<file path="config.mk">
export PLATFORM = sky130hd
export DESIGN_NAME = tms_top
export DESIGN_NICKNAME = d
export VERILOG_FILES = /design/src/inc/tms_pkg.sv /design/src/inc/tms_links.sv /design/src/core/tms_top.sv /design/src/core/tms_dac_counter.sv /design/src/core/tms_warmup.sv
export VERILOG_INCLUDE_DIRS = /design/src /design/src/inc
export SDC_FILE = /design/constraint.sdc
export NUM_CORES = 1
export LEC_CHECK = 0
export BUFFER_PORTS_ARGS = -buffer_cell sky130_fd_sc_hd__buf_4
export CORE_UTILIZATION = 45
export DETAILED_ROUTE_END_ITERATION = 8
export PLACE_DENSITY = 0.77
export RECOVER_POWER = 50
export SYNTH_ARGS = -nofsm -noshare
export SYNTH_HDL_FRONTEND = slang
export SYNTH_SLANG_ARGS = --single-unit
export TNS_END_PERCENT = 1
</file>
<file path="constraint.sdc">
create_clock -name clk_in -period 8.35 [get_ports clk_in]
set_clock_uncertainty 0.1 [all_clocks]
set_input_delay 1.2525 -clock clk_in [delete_from_list [all_inputs] [get_ports clk_in]]
set_output_delay 1.2525 -clock clk_in [all_outputs]
set_load 0.01 [all_outputs]
</file>
<file path="src/inc/tms_consts.svh">
// Summary of operation
// - enable high, first select low, second high: filter test, filter on aux one
// - filter test: bandwidth select low gives 1 kHz, high gives 2 kHz
// - filter test: level counters and 2-bit converter frozen, decay counters held at 1
// - enable high, first select high, second low: comparator access test
// - comparator access: peak comparator on aux zero, valley on aux one
// - comparator access: both level counters held constant by hold behaviour
// - hold blocks every counter update, attack or decay, levels unchanged
// - enable and both selects high: threshold test, converter bits on aux pins
// - threshold test: bandwidth select high stops the peak counter
// - threshold test: tracking inhibit high stops the valley counter
// - threshold test: filter forced to the 1 kHz corner
`ifndef TMS_CONSTS_SVH
`define TMS_CONSTS_SVH
`define TMS_OFF_CTRL 4'h0
`define TMS_OFF_STATUS 4'h4
`define TMS_OFF_PEAK 4'h8
`define TMS_OFF_VALLEY 4'hC
`define TMS_CTRL_FAST_POS 0
`define TMS_CTRL_SLOW_POS 4
`define TMS_STAT_VALID_POS 5
`define TMS_STAT_FROZEN_POS 6
`define TMS_FAST_NEED_RST 3'h1
`define TMS_SLOW_NEED_RST 3'h5
`define TMS_LEVEL_RST 8'h80
`define TMS_CLK_NS 40
`define TMS_TICK_NS 26042
`define TMS_TICK_CYCLES (`TMS_TICK_NS / `TMS_CLK_NS)
`define TMS_DECAY_DIV 6'h28
`define TMS_FAST_ATTACK 4
`define TMS_FAST_DECAY 8
`endif

</file>
<file path="src/inc/tms_pkg.sv">
package tms_pkg;
	typedef enum logic [4:0] {
		TM_NORMAL = 5'h01,
		TM_RESERVED = 5'h02,
		TM_FILTER = 5'h04,
		TM_COMP = 5'h08,
		TM_THRESH = 5'h10
	} tms_test_e;
	typedef enum logic [1:0] {
		ACQ_OFF = 2'h0,
		ACQ_HOLD = 2'h1,
		ACQ_SLOW = 2'h2,
		ACQ_FAST = 2'h3
	} tms_acq_e;
	typedef enum logic [3:0] {
		W_COLD = 4'h1,
		W_FAST = 4'h2,
		W_SLOW = 4'h4,
		W_READY = 4'h8
	} tms_warm_e;
endpackage : tms_pkg

</file>
<file path="src/inc/tms_links.sv">
`timescale 1ns/1ps
interface tms_ctr_if #(parameter int W = 8);
	logic run;
	logic fast;
	logic step;
	logic attack;
	logic decay;
	logic [W-1:0] level;
	modport ctl(output run, fast, step, attack, decay, input level);
	modport ctr(input run, fast, step, attack, decay, output level);
endinterface : tms_ctr_if

interface tms_warm_if;
	import tms_pkg::*;
	logic tick;
	tms_acq_e acq;
	logic [2:0] fast_need;
	logic [2:0] slow_need;
	logic valid;
	modport ctl(output tick, acq, fast_need, slow_need, input valid);
	modport mon(input tick, acq, fast_need, slow_need, output valid);
endinterface : tms_warm_if

</file>
<file path="src/core/tms_top.sv">
// Strobed register access and the register offsets were left to the implementer.
`timescale 1ns/1ps
`include "tms_consts.svh"
module tms_top import tms_pkg::*; #(
	parameter int LEVEL_W = 8,
	parameter int TICK_CYCLES = `TMS_TICK_CYCLES
) (
	input wire logic clk_in,
	input wire logic rst_n_in,
	input wire logic test_enable_in,
	input wire logic test_select_first_in,
	input wire logic test_select_second_in,
	input wire logic bandwidth_select_in,
	input wire logic tracking_inhibit_in,
	input wire logic [1:0] acq_mode_in,
	input wire logic symbol_tick_in,
	input wire logic filter_level_in,
	input wire logic peak_comp_in,
	input wire logic valley_comp_in,
	input wire logic [1:0] adc_code_in,
	input wire logic [3:0] bus_addr_in,
	input wire logic [31:0] bus_wdata_in,
	input wire logic bus_wr_in,
	input wire logic bus_rd_in,
	output logic aux_output_zero_out,
	output logic aux_output_one_out,
	output logic wide_band_out,
	output logic converter_enable_out,
	output logic [1:0] adc_code_out,
	output logic [LEVEL_W-1:0] peak_level_out,
	output logic [LEVEL_W-1:0] valley_level_out,
	output logic data_valid_out,
	output logic [31:0] bus_rdata_out
);
	typedef struct packed {
		tms_test_e test;
		logic aux0;
		logic aux1;
		logic wide;
		logic conv_en;
		logic [1:0] adc;
		logic [2:0] fast_need;
		logic [2:0] slow_need;
		logic [9:0] tick_cnt;
		logic [31:0] rdata;
	} tms_top_s;

	if (LEVEL_W < 4 || LEVEL_W > 24) begin : g_chk_w
		$error("tms_top level width out of range");
	end
	if (TICK_CYCLES < 1 || TICK_CYCLES > 1024) begin : g_chk_t
		$error("tms_top tick divider out of range");
	end

	tms_top_s r;
	tms_top_s next_r;
	tms_test_e cur;
	tms_acq_e acq;
	logic tracking;
	logic peak_run;
	logic valley_run;
	logic tick;

	tms_ctr_if #(.W(LEVEL_W)) peak_link();
	tms_ctr_if #(.W(LEVEL_W)) valley_link();
	tms_warm_if warm_link();

	function automatic tms_test_e decode(input logic te, input logic s1, input logic s2);
		tms_test_e m;
		m = TM_NORMAL;
		if (te) begin
			case ({s1, s2})
				2'b00: m = TM_RESERVED;
				2'b01: m = TM_FILTER;
				2'b10: m = TM_COMP;
				2'b11: m = TM_THRESH;
				default: m = TM_RESERVED;
			endcase
		end
		return m;
	endfunction : decode

	// selection decoded from the live pins every cycle
	assign cur = decode(test_enable_in, test_select_first_in, test_select_second_in);
	assign acq = tms_acq_e'(acq_mode_in);
	assign tracking = (acq == ACQ_SLOW) || (acq == ACQ_FAST);
	assign tick = (r.tick_cnt == 10'h000);

	// counter gating per mode
	always_comb begin
		peak_run = 1'b0;
		valley_run = 1'b0;
		case (cur)
			TM_NORMAL, TM_RESERVED: begin
				peak_run = tracking && !tracking_inhibit_in;
				valley_run = tracking && !tracking_inhibit_in;
			end
			TM_FILTER: begin
				peak_run = 1'b0;
				valley_run = 1'b0;
			end
			TM_COMP: begin
				peak_run = 1'b0;
				valley_run = 1'b0;
			end
			TM_THRESH: begin
				peak_run = tracking && !bandwidth_select_in;
				valley_run = tracking && !tracking_inhibit_in;
			end
			default: begin
				peak_run = 1'b0;
				valley_run = 1'b0;
			end
		endcase
	end

	assign peak_link.run = peak_run;
	assign peak_link.fast = (acq == ACQ_FAST);
	assign peak_link.step = tick;
	assign peak_link.attack = peak_comp_in;
	assign peak_link.decay = !peak_comp_in;
	assign valley_link.run = valley_run;
	assign valley_link.fast = (acq == ACQ_FAST);
	assign valley_link.step = tick;
	assign valley_link.attack = valley_comp_in;
	assign valley_link.decay = !valley_comp_in;

	tms_dac_counter #(.W(LEVEL_W), .UP_ON_ATTACK(1'b1)) u_peak (
		.clk_in(clk_in),
		.rst_n_in(rst_n_in),
		.link(peak_link.ctr)
	);
	tms_dac_counter #(.W(LEVEL_W), .UP_ON_ATTACK(1'b0)) u_valley (
		.clk_in(clk_in),
		.rst_n_in(rst_n_in),
		.link(valley_link.ctr)
	);

	assign warm_link.tick = symbol_tick_in;
	assign warm_link.acq = acq;
	assign warm_link.fast_need = r.fast_need;
	assign warm_link.slow_need = r.slow_need;

	tms_warmup u_warm (
		.clk_in(clk_in),
		.rst_n_in(rst_n_in),
		.w(warm_link.mon)
	);

	// routing, filter corner, converter and register port
	always_comb begin
		next_r = r;
		next_r.test = cur;
		next_r.tick_cnt = tick ? 10'(TICK_CYCLES - 1) : r.tick_cnt - 10'h001;
		next_r.wide = bandwidth_select_in;
		next_r.conv_en = 1'b1;
		next_r.aux0 = 1'b0;
		next_r.aux1 = 1'b0;
		case (cur)
			TM_FILTER: begin
				next_r.aux1 = filter_level_in;
				next_r.conv_en = 1'b0;
			end
			TM_COMP: begin
				next_r.aux0 = peak_comp_in;
				next_r.aux1 = valley_comp_in;
			end
			TM_THRESH: begin
				next_r.aux0 = adc_code_in[0];
				next_r.aux1 = adc_code_in[1];
				next_r.wide = 1'b0;
			end
			default: begin
				next_r.aux0 = 1'b0;
			end
		endcase
		if (next_r.conv_en) begin
			next_r.adc = adc_code_in;
		end
		if (bus_wr_in && bus_addr_in == `TMS_OFF_CTRL) begin
			next_r.fast_need = bus_wdata_in[`TMS_CTRL_FAST_POS +: 3];
			next_r.slow_need = bus_wdata_in[`TMS_CTRL_SLOW_POS +: 3];
		end
		next_r.rdata = 32'h0000_0000;
		if (bus_rd_in) begin
			case (bus_addr_in)
				`TMS_OFF_CTRL: begin
					next_r.rdata[`TMS_CTRL_FAST_POS +: 3] = r.fast_need;
					next_r.rdata[`TMS_CTRL_SLOW_POS +: 3] = r.slow_need;
				end
				`TMS_OFF_STATUS: begin
					next_r.rdata[4:0] = r.test;
					next_r.rdata[`TMS_STAT_VALID_POS] = warm_link.valid;
					next_r.rdata[`TMS_STAT_FROZEN_POS] = !peak_run && !valley_run;
				end
				`TMS_OFF_PEAK: next_r.rdata[LEVEL_W-1:0] = peak_link.level;
				`TMS_OFF_VALLEY: next_r.rdata[LEVEL_W-1:0] = valley_link.level;
				default: next_r.rdata = 32'h0000_0000;
			endcase
		end
	end

	always_ff @(posedge clk_in or negedge rst_n_in) begin
		if (!rst_n_in) begin
			r <= '{test: TM_NORMAL, aux0: 1'b0, aux1: 1'b0, wide: 1'b0, conv_en: 1'b1,
				adc: 2'h0, fast_need: `TMS_FAST_NEED_RST, slow_need: `TMS_SLOW_NEED_RST,
				tick_cnt: 10'h000, rdata: 32'h0000_0000};
		end else begin
			r <= next_r;
		end
	end

	assign aux_output_zero_out = r.aux0;
	assign aux_output_one_out = r.aux1;
	assign wide_band_out = r.wide;
	assign converter_enable_out = r.conv_en;
	assign adc_code_out = r.adc;
	assign peak_level_out = peak_link.level;
	assign valley_level_out = valley_link.level;
	assign data_valid_out = warm_link.valid;
	assign bus_rdata_out = r.rdata;

	logic in_filter;
	logic in_comp;
	logic in_thresh;
	assign in_filter = test_enable_in && !test_select_first_in && test_select_second_in;
	assign in_comp = test_enable_in && test_select_first_in && !test_select_second_in;
	assign in_thresh = test_enable_in && test_select_first_in && test_select_second_in;
endmodule : tms_top

</file>
<file path="src/core/tms_dac_counter.sv">
`timescale 1ns/1ps
`include "tms_consts.svh"
module tms_dac_counter import tms_pkg::*; #(
	parameter int W = 8,
	parameter bit UP_ON_ATTACK = 1'b1
) (
	input wire logic clk_in,
	input wire logic rst_n_in,
	tms_ctr_if.ctr link
);
	typedef struct packed {
		logic [W-1:0] level;
		logic [5:0] div;
	} tms_ctr_s;
	localparam logic [W-1:0] MAX = {W{1'b1}};
	tms_ctr_s r;
	tms_ctr_s next_r;
	logic [W-1:0] amt;
	if (W < 4) begin : g_chk
		$error("tms_dac_counter needs at least 4 bits");
	end
	always_comb begin
		next_r = r;
		amt = link.attack ? (link.fast ? W'(`TMS_FAST_ATTACK) : W'(1)) :
			(link.fast ? W'(`TMS_FAST_DECAY) : W'(1));
		if (!link.run) begin
			next_r.div = 6'h01;
		end else if (link.step) begin
			if (link.attack || (link.decay && (link.fast || r.div == 6'h01))) begin
				if (link.attack == UP_ON_ATTACK) begin
					next_r.level = (r.level > MAX - amt) ? MAX : r.level + amt;
				end else begin
					next_r.level = (r.level < amt) ? '0 : r.level - amt;
				end
			end
			if (link.attack || link.fast) begin
				next_r.div = 6'h01;
			end else if (link.decay) begin
				next_r.div = (r.div == 6'h01) ? `TMS_DECAY_DIV : r.div - 6'h01;
			end
		end
	end
	always_ff @(posedge clk_in or negedge rst_n_in) begin
		if (!rst_n_in) begin
			r <= '{level: W'(`TMS_LEVEL_RST), div: 6'h01};
		end else begin
			r <= next_r;
		end
	end
	assign link.level = r.level;
endmodule : tms_dac_counter

</file>
<file path="src/core/tms_warmup.sv">
`timescale 1ns/1ps
module tms_warmup import tms_pkg::*; (
	input wire logic clk_in,
	input wire logic rst_n_in,
	tms_warm_if.mon w
);
	typedef struct packed {
		tms_warm_e st;
		logic [2:0] cnt;
		logic valid;
	} tms_wu_s;
	tms_wu_s r;
	tms_wu_s next_r;
	always_comb begin
		next_r = r;
		if (w.acq == ACQ_OFF) begin
			next_r.st = W_COLD;
			next_r.cnt = 3'h0;
		end else if (w.tick) begin
			case (r.st)
				W_COLD, W_READY: begin
					if (w.acq == ACQ_FAST) begin
						next_r.st = W_FAST;
						next_r.cnt = 3'h1;
					end
				end
				W_FAST: begin
					if (w.acq == ACQ_FAST) begin
						next_r.cnt = (r.cnt == 3'h7) ? r.cnt : r.cnt + 3'h1;
					end else if (w.acq == ACQ_SLOW && r.cnt >= w.fast_need) begin
						next_r.st = (w.slow_need <= 3'h1) ? W_READY : W_SLOW;
						next_r.cnt = 3'h1;
					end
				end
				W_SLOW: begin
					if (w.acq == ACQ_FAST) begin
						next_r.st = W_FAST;
						next_r.cnt = 3'h1;
					end else if (w.acq == ACQ_SLOW) begin
						next_r.cnt = r.cnt + 3'h1;
						if (r.cnt + 3'h1 >= w.slow_need) begin
							next_r.st = W_READY;
						end
					end
				end
				default: next_r.st = W_COLD;
			endcase
		end
		next_r.valid = (next_r.st == W_READY);
	end
	always_ff @(posedge clk_in or negedge rst_n_in) begin
		if (!rst_n_in) begin
			r <= '{st: W_COLD, cnt: 3'h0, valid: 1'b0};
		end else begin
			r <= next_r;
		end
	end
	assign w.valid = r.valid;
endmodule : tms_warmup

</file>
==> parameters.txt <==
Parameter                              Value

Outcome
  Result of the run ... finished, violations left
  Violated checks ... capacitance limit, slew limit

Detailed routing
  Post-DRT Antenna Nets ... 0
  Post-DR wirelength/cell ... between 15 and 20 um
  Via density per instance ... between 5 and 6
  Drt first pass iters ... 5
  Wire length on met1 ... between 5000 and 6000 um
  Met3 wire length ... about 750 um
  Met2 wire len ... approximately 5800 um
  Uppermost signal routing layer after detailed routing ... met4
  Violation count after the first detailed-route iteration ... about 260
  DRC violation count after routing ... 0
  Total via count after detailed routing ... ~4400
  Total wire length ... 12100 um

CTS
  Deepest clock path buffer count ... 2
  Post-CTS resize count ... 0
  Num CTS Buffers ... 9
  Clk_lat worst skew ... 0.33 ns
  Worst-path clk slew ... about 0.060 ns
  Total setup buffers inserted after CTS ... 0
  Sinks on the clock net ... slightly above 70
  Maximum level of the CTS H-tree ... 3
  Clk root buf ... clkbuf_16
  TritonCTS clock tree ... done
  Total of hold buffers inserted after clock tree synthesis ... 0

Yosys
  Count of synthesis-stage warnings from yosys ... 0
  Asr flop ratio synth ... between 90% and 100%
  Number of unique standard cell types used by synthesis ... between 60 and 70
  Area fraction of the dominant cell type after synthesis ... between 20 and 30%
  Library cell occupying the most area in the post-synthesis netlist ... dfrtp_1
  Seq/Total Area, Yosys ... a little over a third
  Number of enable-type register cells in the synthesized netlist ... 0
  Flop and latch count out of synthesis ... 71
  Summed instance area of the synthesized netlist ... between 5000 and 6000 um2
  Ys flop type ... dfrtp_1
  Most numerous cell in the Yosys netlist ... dfrtp_1
  Main area contributors after synthesis ... dfrtp_1 30%, ha_1 7.5%, buf_4 7.4%
  Post-Syn Instances ... 599
  Most frequent cells after synthesis ... 61 x dfrtp_1, 51 x buf_4, 49 x nor2_1
  Mean instance size in the synthesized netlist ... 8.60 um2

Timing
  Final-layout setup total negative slack ... 0 ns
  Setup-failing EPs final ... 0
  Final critical delay including setup and external delays ... approximately 4.4 ns
  Final clock period utilization by the worst path ... a little over half
  Measured slew at the worst slew-check pin ... roughly 3.8 ns
  Pins Over Slew Limit ... 72
  Maximum achievable frequency ... between 200 and 250 MHz
  Fin. Hold Viols ... 0
  Unrepaired setup endpoints after global routing ... no
  Tightest slew margin relative to the limit ... -151%

Layout
  Area growth from synthesis to layout ... 9.89%
  Total number of nets in the final design ... 696
  Fillers ... roughly 1000
  Post-Layout Inst Area ... ~5700 um2
  Share of post-route cells with drive strength above 1 ... between 10% and 20%
  Footprint of the multi-input gates ... 2790 um2
  Sequential cell area ... roughly 1800 um2
  Count of antenna diodes in the layout ... 0

Die
  I/O pin cnt ... 108
  Placeable Area ... around 11000 um2
  Die outline width ... between 100 and 150 um
  Die Span Y ... between 100 and 150 um
  Number of placement rows ... 38
  Initial Utilization ... ~47%
  Die Footprint ... around 12000 um2

Place
  Final HPWL from detailed placement ... 8700 um
  Count of buffers from port buffering ... 57
  Placed Instance Area ... roughly 5300 um2
  Routability-driven placement congestion ratio ... between 0.8 and 0.9

Global route
  Maximum number of pins on one net before global-route repair ... between 70 and 80
  GRT Residual Overflow ... 0
  Wire length of the first global-routing pass ... about 20000 um
  Vias in the first global route ... roughly 4000
  Antenna violations before repair ... 0
  GRT Overall Usage ... approximately a fifth

Power and ir drop
  Sequential Power Share ... 39.2%
  Combinational Power Share ... 19.4%
  Switch share ... 29.4%
  Static Leakage ... around 2.6 nW
  Internal ... just over 0.7 mW
  Highest ir drop seen on vdd ... a little over 0.1 mV
  Pwr dens ... around 180 nW/um2
  Switching Power ... roughly 0.30 mW
  Clock share of power ... around two fifths

Worst hold path
  Class of the tightest hold or removal check ... reg2reg

Critical path
  Maximum fanout along the worst path ... 71
  Cell with the largest stage delay on the worst path ... clkbuf_1
  Data required time of the critical path ... about 7.8 ns
  Max stage delay on crit path ... 2.60 ns
  Crit end category ... asynchronous set/reset pin
  Worst path cell trace ... clkbuf_1
  Arrival time of data at the critical path endpoint ... roughly 3.9 ns
  Buffers plus inverters on the worst setup path ... 1
  Critical path class ... in2async
  CP startpoint kind ... primary input
  Cell family with the largest share of critical-path delay ... buffers and inverters

Run
  Max cap viols ... 1
==> cells by family after synthesis <==
group           synth area share [%]
compound gates                  19.8
xor+xnor                        2.89
simple gates                    18.0
buf+inv                         12.8
mux                             4.08
other cells                   0.0728
flops                           34.7
fa+ha+maj                       7.53
==> layout make-up <==
type,instances,area share (%)
tap,140,3.09
multi-input combinational,430,49.2
sequential,71,31.6
inverter,43,2.85
timing repair buffer,57,7.36
clock buffer,10,4.22
clock inverter,6,1.64
==> path summary, 6_finish.rpt <==
check                                     start                            endpoint  slack (ns)  depth (start not counted)
worst max-delay path                   rst_n_in          bus_rdata_out[3]$_DFF_PN0_        3.92                          1
worst min-delay path            r[32]$_DFF_PN0_                     r[32]$_DFF_PN0_        0.35                          1
worst max register to register  r[32]$_DFF_PN0_  u_valley.link.level[4]$_DFFE_PN0P_        5.19                          7
worst min register to register  r[32]$_DFF_PN0_                     r[32]$_DFF_PN0_        0.35                          1
max in group clk_in              acq_mode_in[1]  u_valley.link.level[4]$_DFFE_PN0P_        4.05                         12
min in group asynchronous              rst_n_in                     r[34]$_DFF_PN0_        2.10                          1
==> flip-flops by register name, summed over array words and instances (netlist names) <==
name and cells:
adc_code_out 2, aux_output_one_out 1, aux_output_zero_out 1, bus_rdata_out 8, converter_enable_out 1, r 15
u_peak.link.level 8, u_peak.r 6, u_valley.link.level 8, u_valley.r 6, u_warm.r 7, u_warm.w.valid 1
warm_link.fast_need 3, warm_link.slow_need 3, wide_band_out 1
==> metrics by stage <==
stage | std cells | hold WS [ns] | util (%) | setup slack [ns] | power, mW
after floorplan | 622 | 0.319 | - | 4.66 | 0.554
after global placement | 741 | 0.337 | 48.6 | 3.81 | 0.596
after detailed placement | 741 | 0.348 | 48.6 | 3.69 | 0.604
after CTS | 757 | 0.357 | 51.6 | 4.06 | 1.03
after global routing | 757 | 0.366 | 51.5 | 3.15 | 1.08
final | 757 | 0.352 | 51.5 | 3.92 | 1.03
==> power by group through the flow <==
stage	sequential (mW)	combinational (mW)	clock [mW]
final	0.403	0.199	0.426
after global placement	0.406	0.190	0
after detailed placement	0.408	0.196	0
after floorplan	0.386	0.168	0
after CTS	0.402	0.198	0.432
after global routing	0.407	0.223	0.451
==> metal layers <==
metal / vias up / GRT usage (%)
li1: 2085 / -
met1: 2074 / 28.6
met2: 191 / 34.2
met3: 20 / 3.23
met4: 0 / 9.36
met5: - / 0
==> layout by cell type, fill, tap and decap left out, drive strengths merged, types with 8 or more instances in the layout <==
| cell type | count |
|---|---|
| nand2b | 8 |
| a31oi | 11 |
| nand2 | 41 |
| o31ai | 8 |
| a211oi | 12 |
| nor2b | 13 |
| inv | 43 |
| dfrtp | 61 |
| clkbuf | 13 |
| ha | 31 |
| nor2 | 49 |
| nand3 | 12 |
| mux2 | 12 |
| o21ai | 45 |
| nor3 | 17 |
| a21oi | 36 |
| conb | 24 |
| xnor2 | 9 |
| buf | 54 |
| dfstp | 10 |
| nor4 | 11 |
| xor2 | 8 |
No activity file was read; power rests on OpenSTA's default activity.
